## src/hw/ppsm_pkg.sv

```systemverilog
// constants for the peripheral pin select matrix
// Functional notes
// - each remappable pin's own field picks the peripheral output driving it
// - output map registers hold 6-bit fields, one field per pin
// - code zero disconnects peripherals; pin keeps its port function
// - codes 1,2 route serial1 tx/rts; codes 3,4 route serial2 tx/rts
// - codes 5,6,7 route spi1 data, clock, select; code 10 spi2 select
// - codes 11,12,13 route codec data, clock, frame sync outputs
// - code 14 routes can1 transmit, code 15 can2 transmit
// - codes 16 to 23 route compare channels 1 to 8 in order
// - codes 24,25,26 route comparators 1,2,3
// - code 27 routes serial3 transmit, code 28 serial3 rts
// - each peripheral input owns a 7-bit field naming its source pin
// - input field all ones selects pin 127; 0 is ground, 1 comparator 1, other values their own pin
// - unused input register bits ignore writes and read zero
package ppsm_pkg;
  localparam int ADDR_W = 8;
  localparam int DATA_W = 16;
  localparam int OSEL_W = 6;
  localparam int ISEL_W = 7;
  localparam int NUM_IN_PINS = 128;
  // register indices
  localparam logic [7:0] ADDR_IN_TIMER = 8'h00;
  localparam logic [7:0] ADDR_IN_FSYNC = 8'h01;
  localparam logic [7:0] ADDR_IN_CAPT = 8'h02;
  localparam logic [7:0] ADDR_OUT_BASE = 8'h10;
  // field positions
  localparam int FLD_LO = 0;
  localparam int FLD_HI = 8;
  // reset values
  localparam logic [5:0] OSEL_RESET = 6'h00;
  localparam logic [6:0] ISEL_RESET = 7'h00;
  // input select specials
  localparam logic [6:0] ISEL_VSS = 7'h00;
  localparam logic [6:0] ISEL_COMPARATOR1_RESULT = 7'h01;
  // output codes
  localparam logic [5:0] OC_NULL = 6'h00;
  localparam logic [5:0] OC_S1_TX = 6'h01;
  localparam logic [5:0] OC_S1_RTS = 6'h02;
  localparam logic [5:0] OC_S2_TX = 6'h03;
  localparam logic [5:0] OC_S2_RTS = 6'h04;
  localparam logic [5:0] OC_SPI1_DO = 6'h05;
  localparam logic [5:0] OC_SPI1_CK = 6'h06;
  localparam logic [5:0] OC_SPI1_SS = 6'h07;
  localparam logic [5:0] OC_SPI2_SS = 6'h0A;
  localparam logic [5:0] OC_COD_DO = 6'h0B;
  localparam logic [5:0] OC_COD_CK = 6'h0C;
  localparam logic [5:0] OC_COD_FS = 6'h0D;
  localparam logic [5:0] OC_CAN1_TX = 6'h0E;
  localparam logic [5:0] OC_CAN2_TX = 6'h0F;
  localparam logic [5:0] OC_CMPCH_BASE = 6'h10;
  localparam logic [5:0] OC_CMPTR_BASE = 6'h18;
  localparam logic [5:0] OC_S3_TX = 6'h1B;
  localparam logic [5:0] OC_S3_RTS = 6'h1C;
  localparam int NUM_CMPCH = 8;
  localparam int NUM_CMPTR = 3;
endpackage

```

## src/hw/ppsm_mux.sv

```systemverilog
// peripheral pin select matrix: register file, output and input routing
//
// Local design decisions: the register offsets and the plain strobed port.
`timescale 1ns/100ps
module ppsm_mux
  import ppsm_pkg::*;
#(
  parameter int NUM_PINS = 8
) (
  input wire logic clk_sys,
  input wire logic rst_n,
  input wire logic [ADDR_W-1:0] reg_addr,
  input wire logic [DATA_W-1:0] reg_wdata,
  input wire logic reg_wr,
  input wire logic reg_rd,
  output logic [DATA_W-1:0] reg_rdata,
  input wire logic serial1_transmit,
  input wire logic serial1_request_to_send,
  input wire logic serial2_transmit,
  input wire logic serial2_request_to_send,
  input wire logic serial3_transmit,
  input wire logic serial3_request_to_send,
  input wire logic spi1_data_out,
  input wire logic spi1_clock_out,
  input wire logic spi1_slave_select,
  input wire logic spi2_slave_select,
  input wire logic codec_serial_data_out,
  input wire logic codec_serial_clock,
  input wire logic codec_frame_sync,
  input wire logic can1_transmit,
  input wire logic can2_transmit,
  input wire logic [NUM_CMPCH-1:0] compare_channel_output,
  input wire logic [NUM_CMPTR-1:0] comparator_output,
  input wire logic [NUM_PINS-1:0] port_data,
  output logic [NUM_PINS-1:0] remappable_pin,
  output logic [NUM_PINS-1:0] pin_remapped,
  input wire logic [NUM_IN_PINS-1:0] remappable_pin_in,
  output logic timer2_clock_in,
  output logic timer3_clock_in,
  output logic frame_sync_in,
  output logic capture11_in,
  output logic capture12_in
);

  localparam int NUM_OREGS = NUM_PINS / 2;

  if (NUM_PINS < 2 || NUM_PINS % 2 != 0 || NUM_PINS > 64) begin : g_chk
    $error("NUM_PINS must be even, between 2 and 64");
  end

  typedef struct packed {
    logic [NUM_PINS-1:0][OSEL_W-1:0] osel;
    logic [ISEL_W-1:0] sel_t2;
    logic [ISEL_W-1:0] sel_t3;
    logic [ISEL_W-1:0] sel_fs;
    logic [ISEL_W-1:0] sel_ic11;
    logic [ISEL_W-1:0] sel_ic12;
    logic [DATA_W-1:0] rdata;
    logic [NUM_PINS-1:0] pin;
    logic [NUM_PINS-1:0] remapped;
    logic t2;
    logic t3;
    logic fs;
    logic ic11;
    logic ic12;
  } ppsm_state_t;

  ppsm_state_t st;
  ppsm_state_t next_st;
  logic [(1<<OSEL_W)-1:0] avail;

  // one line per code; codes nobody claims stay low
  always_comb begin
    avail = '0;
    avail[OC_S1_TX] = serial1_transmit;
    avail[OC_S1_RTS] = serial1_request_to_send;
    avail[OC_S2_TX] = serial2_transmit;
    avail[OC_S2_RTS] = serial2_request_to_send;
    avail[OC_SPI1_DO] = spi1_data_out;
    avail[OC_SPI1_CK] = spi1_clock_out;
    avail[OC_SPI1_SS] = spi1_slave_select;
    avail[OC_SPI2_SS] = spi2_slave_select;
    avail[OC_COD_DO] = codec_serial_data_out;
    avail[OC_COD_CK] = codec_serial_clock;
    avail[OC_COD_FS] = codec_frame_sync;
    avail[OC_CAN1_TX] = can1_transmit;
    avail[OC_CAN2_TX] = can2_transmit;
    for (int j = 0; j < NUM_CMPCH; j++) begin
      avail[OC_CMPCH_BASE + 6'(j)] = compare_channel_output[j];
    end
    for (int j = 0; j < NUM_CMPTR; j++) begin
      avail[OC_CMPTR_BASE + 6'(j)] = comparator_output[j];
    end
    avail[OC_S3_TX] = serial3_transmit;
    avail[OC_S3_RTS] = serial3_request_to_send;
    avail[OC_NULL] = 1'b0;
  end

  // code 0 is ground, 1 the first comparator, the rest pin numbers
  function automatic logic pick_in(input logic [ISEL_W-1:0] sel,
                                   input logic [NUM_IN_PINS-1:0] pins,
                                   input logic comparator1_result);
    logic v;
    v = pins[sel];
    if (sel == ISEL_VSS) begin
      v = 1'b0;
    end else if (sel == ISEL_COMPARATOR1_RESULT) begin
      v = comparator1_result;
    end
    return v;
  endfunction

  always_comb begin
    next_st = st;
    next_st.rdata = '0;
    // register writes; upper unused bits are simply never stored
    if (reg_wr) begin
      case (reg_addr)
        ADDR_IN_TIMER: begin
          next_st.sel_t2 = reg_wdata[FLD_LO +: ISEL_W];
          next_st.sel_t3 = reg_wdata[FLD_HI +: ISEL_W];
        end
        ADDR_IN_FSYNC: begin
          next_st.sel_fs = reg_wdata[FLD_LO +: ISEL_W];
        end
        ADDR_IN_CAPT: begin
          next_st.sel_ic11 = reg_wdata[FLD_LO +: ISEL_W];
          next_st.sel_ic12 = reg_wdata[FLD_HI +: ISEL_W];
        end
        default: begin
          for (int k = 0; k < NUM_OREGS; k++) begin
            if (reg_addr == ADDR_OUT_BASE + 8'(k)) begin
              next_st.osel[2*k] = reg_wdata[FLD_LO +: OSEL_W];
              next_st.osel[2*k+1] = reg_wdata[FLD_HI +: OSEL_W];
            end
          end
        end
      endcase
    end
    // read data stands for one cycle only; unmapped reads give zero
    if (reg_rd) begin
      case (reg_addr)
        ADDR_IN_TIMER: begin
          next_st.rdata[FLD_LO +: ISEL_W] = st.sel_t2;
          next_st.rdata[FLD_HI +: ISEL_W] = st.sel_t3;
        end
        ADDR_IN_FSYNC: begin
          next_st.rdata[FLD_LO +: ISEL_W] = st.sel_fs;
        end
        ADDR_IN_CAPT: begin
          next_st.rdata[FLD_LO +: ISEL_W] = st.sel_ic11;
          next_st.rdata[FLD_HI +: ISEL_W] = st.sel_ic12;
        end
        default: begin
          for (int k = 0; k < NUM_OREGS; k++) begin
            if (reg_addr == ADDR_OUT_BASE + 8'(k)) begin
              next_st.rdata[FLD_LO +: OSEL_W] = st.osel[2*k];
              next_st.rdata[FLD_HI +: OSEL_W] = st.osel[2*k+1];
            end
          end
        end
      endcase
    end
    // output routing, one cycle of latency keeps every output a flop
    for (int i = 0; i < NUM_PINS; i++) begin
      next_st.remapped[i] = (st.osel[i] != OC_NULL);
      next_st.pin[i] = (st.osel[i] == OC_NULL) ? port_data[i]
                       : avail[st.osel[i]];
    end
    // input routing, same one-cycle latency as the outputs
    next_st.t2 = pick_in(st.sel_t2, remappable_pin_in,
                         comparator_output[0]);
    next_st.t3 = pick_in(st.sel_t3, remappable_pin_in,
                         comparator_output[0]);
    next_st.fs = pick_in(st.sel_fs, remappable_pin_in,
                         comparator_output[0]);
    next_st.ic11 = pick_in(st.sel_ic11, remappable_pin_in,
                           comparator_output[0]);
    next_st.ic12 = pick_in(st.sel_ic12, remappable_pin_in,
                           comparator_output[0]);
  end

  always_ff @(posedge clk_sys or negedge rst_n) begin
    if (!rst_n) begin
      st <= '0;
      st.osel <= {NUM_PINS{OSEL_RESET}};
      st.sel_t2 <= ISEL_RESET;
      st.sel_t3 <= ISEL_RESET;
      st.sel_fs <= ISEL_RESET;
      st.sel_ic11 <= ISEL_RESET;
      st.sel_ic12 <= ISEL_RESET;
    end else begin
      st <= next_st;
    end
  end

  assign reg_rdata = st.rdata;
  assign remappable_pin = st.pin;
  assign pin_remapped = st.remapped;
  assign timer2_clock_in = st.t2;
  assign timer3_clock_in = st.t3;
  assign frame_sync_in = st.fs;
  assign capture11_in = st.ic11;
  assign capture12_in = st.ic12;

endmodule

```

## config.mk

```make
export PLATFORM = sky130hd
export DESIGN_NAME = ppsm_mux
export DESIGN_NICKNAME = d
export VERILOG_FILES = /design/src/hw/ppsm_pkg.sv /design/src/hw/ppsm_mux.sv
export SDC_FILE = /design/constraint.sdc
export NUM_CORES = 1
export LEC_CHECK = 0
export ABC_AREA = 0
export BUFFER_PORTS_ARGS = -buffer_cell sky130_fd_sc_hd__buf_4
export CORE_MARGIN = 8
export CORE_UTILIZATION = 55
export CTS_CLUSTER_DIAMETER = 200
export DETAILED_ROUTE_END_ITERATION = 16
export PLACE_DENSITY = 0.85
export SYNTH_ARGS = -nofsm -noshare
export SYNTH_HDL_FRONTEND = slang
export SYNTH_SLANG_ARGS = --single-unit
```

## constraint.sdc

```tcl
create_clock -name clk_sys -period 3 [get_ports clk_sys]
set_input_delay 0.3 -clock clk_sys [delete_from_list [all_inputs] [get_ports clk_sys]]
set_output_delay 0.3 -clock clk_sys [all_outputs]
set_load 0.01 [all_outputs]
```

==> impl_metrics.csv <==
group,metric,value,unit
floorplanning,coreArea,0.0226,mm²
synthesis,synth_cells,1057,
global_route,grt-busiest-layer,"met2",
sta,relSlewSlack,39.5,%
sta,rsz0062_at_grt,"no",
job,drv_cap,0,
placement,portBuffers,222,
detailed_routing,drc_errors,0,
global_route,grt_util_met2,49.4,%
final_layout,final_common_cell,"buf_4",
sta,fmax,369,MHz
worst_setup_path,worstPathRequired,3.32,ns
clocking,clock_latency,0.42,ns
clocking,cts_buffers,17,
power,p_per_area,394,mW/mm²
worst_setup_path,path_max_fanout,19,
placement,place_hpwl,33400,µm
global_route,use_met1,41.0,%
sta,fin_crit,2.71,ns
final_layout,final-seq-area,0.00296,mm²
global_route,grtUsageMet3,9.97,%
power,pwr-share-clk,38.7,%
worst_setup_path,cp-start-kind,"flip-flop",
synthesis,synth_edf_count,0,
worst_setup_path,path_cells,"buf_4 > mux4_2 > mux2i_1 > a2111oi_0 > a211oi_1 > a221oi_1",
placement,place_inst,1462,
synthesis,synth_seq_cells,118,
clocking,htreeDepth,4,
worst_setup_path,regToRegSetupSlack,0.29,ns
synthesis,synth_area,0.0126,mm²
floorplanning,rows,55,
floorplanning,die_w,167,µm
worst_setup_path,slowest_delay,0.79,ns
global_route,grt_pass1_wl,68700,µm
placement,place.gp.congestion,0.972,
clocking,cts-root-buf,"clkbuf_16",
min_path,hp-class,"primary input to flip-flop",
synthesis,ys_seq_area_share,23.5,%
detailed_routing,first_pass_iters,8,
synthesis,yosysWarnings,0,
detailed_routing,routedWlPerCell,30.2,µm
global_route,overflow,0,
final_layout,syn_to_final_growth,18.2,%
power,p_comb_share,28.7,%
sta,tightest_slew,0.908,ns
power,pwr-share-seq,32.6,%
global_route,antenna_found_initial,1,
sta,skew,0.00633,ns
worst_setup_path,path_delay_family,"compound AO/OA/AOI/OAI gates",
final_layout,fin_cells,1497,
sta,setup_violations,0,
clocking,cts_setup_buffers,0,
final_layout,layout_common_cells,"257 x buf_4, 180 x mux4_2, 114 x dfrtp_1, 105 x mux2_2, 87 x mux2i_1",
worst_setup_path,path_buf_inv,1,
synthesis,synthFlopType,"dfrtp_1",
detailed_routing,routed_wl,45300,µm
clocking,cts_tree,"built",
worst_setup_path,crit_arrival,3.03,ns
global_route,grt_use_total,31.8,%
final_layout,nets,1387,
final_layout,drive_gt1_share,48.5,%
floorplanning,die_area,0.0280,mm²
clocking,clockBufferDepth,2,
global_route,grt_pass1_vias,11501,
sta,fin_crit_sh,90.3,%
floorplanning,initial_core_util,55.7,%
global_route,grt_max_degree,59,
clocking,cts_sinks,118,
clocking,clk_pin_slew_worst_paths,0.06,ns
floorplanning,die_h,167,µm
worst_setup_path,criticalPathCategory,"flip-flop to flip-flop",
worst_setup_path,cp_slowest_cell,"dfrtp_2",
power,cellLeakagePower,5.67,nW
sta,slew_violations,0,
worst_setup_path,end_kind,"flip-flop",
sta,setup-tns-final,0,ns
synthesis,syn_area_per_cell,11.9,µm²
detailed_routing,antenna_left,0,
detailed_routing,drt_iter0_markers,1481,
sta,hold_viol,0,
final_layout,multi_input_area,0.00880,mm²
detailed_routing,viasPerCell,7.66,
floorplanning,io_pins,227,
synthesis,ys_types,57,
power,swShare,29.2,%
power,peakVddDrop,0.279,mV
final_layout,num-fill-cells,1655,
outcome,outcome,"finished clean",
detailed_routing,dr_total_vias,11474,
power,internal-power,4.15,mW
power,p_sw,1.71,mW
synthesis,async_flop_share,100,%
==> worst paths after layout <==
check	cells after the start	to	startpoint
worst max-delay path	6	frame_sync_in$_DFF_PN0_	st[51]$_DFFE_PN0P_
worst min-delay path	3	remappable_pin[2]$_DFF_PN0_	port_data[2]
worst max register to register	6	frame_sync_in$_DFF_PN0_	st[51]$_DFFE_PN0P_
worst min register to register	1	remappable_pin[3]$_DFF_PN0_	st[95]$_DFFE_PN0P_
max in group asynchronous	3	st[106]$_DFFE_PN0P_	rst_n
min in group asynchronous	2	st[85]$_DFFE_PN0P_	rst_n
==> what timing repair did <==
item	CTS	global route
hold endpoints to repair	56	0
hold buffers	1	0
gates resized for setup	0	0
==> power groups by stage <==
stage	clock [mW]	sequential, mW	combinational, mW
after floorplan	0	1.79	1.07
after global placement	0	1.92	1.60
after detailed placement	0	1.93	1.63
after CTS	2.28	1.90	1.64
after global routing	2.36	1.92	1.76
final	2.27	1.91	1.68
==> through the flow <==
stage	setup WS, ns	hold slack (ns)	power, mW	cell area [µm²]	util (%)
6_report	0.290	0.117	5.86	14900	65.8
2_1_floorplan	0.920	0.00441	2.86	12600	-
3_3_place_gp	0.428	0.404	3.52	14200	62.9
3_5_place_dp	0.375	0.420	3.55	14200	62.9
4_1_cts	0.361	0.106	5.83	14900	65.8
5_1_grt	0.121	0.114	6.05	14900	65.8
==> flip-flops by register name (all words and copies together), names as in the netlist <==
| name | count |
|---|---|
| reg_rdata | 14 |
| frame_sync_in | 1 |
| st | 83 |
| capture11_in | 1 |
| capture12_in | 1 |
| timer2_clock_in | 1 |
| remappable_pin | 8 |
| timer3_clock_in | 1 |
| pin_remapped | 8 |
==> cell usage after synthesis (12+ instances only) <==
library cell / instances / area, µm²
nand3b_1: 18 / 135
buf_4: 41 / 308
o21ai_0: 22 / 110
a21oi_1: 33 / 165
dfrtp_1: 118 / 2950
clkbuf_1: 46 / 173
mux2_2: 105 / 1180
nor2_1: 28 / 105
mux2i_1: 87 / 871
a31oi_1: 16 / 100
nand3_1: 43 / 215
a311oi_1: 13 / 114
a22oi_1: 18 / 135
a221oi_1: 21 / 184
a211oi_1: 13 / 97.6
nand2_1: 56 / 210
buf_2: 43 / 215
mux4_2: 180 / 4050
a222oi_1: 12 / 120
nor2b_1: 32 / 200
==> area by class of cell <==
| cell class | count | area share (%) |
|---|---|---|
| diodes | 2 | 0.0337 |
| clock buffers | 24 | 3.31 |
| inverters | 6 | 0.152 |
| multi-input cells | 790 | 59.2 |
| repair buffers | 264 | 13.9 |
| flip-flops and latches | 118 | 19.9 |
| clock inverters | 8 | 1.13 |
| well taps | 285 | 2.40 |
==> cells by family (layout without fill, tap and decap cells) <==
group	count (synthesis)	after routing	share of synthesized area, %
muxes	377	377	49.6
buffers and inverters	150	302	6.57
other	1	4	0.0298
and+or+nand+nor	240	240	10.6
AOI/OAI and AO/OA	171	171	9.77
DFF	118	118	23.5
==> routing by layer <==
layer | up-vias | part of all wire, %
met5 | - | 0
met4 | 0 | 3.7
met3 | 150 | 13
met2 | 974 | 47
met1 | 5734 | 36
li1 | 4616 | -
==> worst reg2reg max path, cell delays in order (launching register included) <==
cell       delay (ns)
dfrtp_2          0.79
buf_4            0.31
mux4_2           0.24
mux2i_1          0.13
a2111oi_0        0.73
a211oi_1         0.17
a221oi_1         0.23
(Power assumes the default switching activity.)
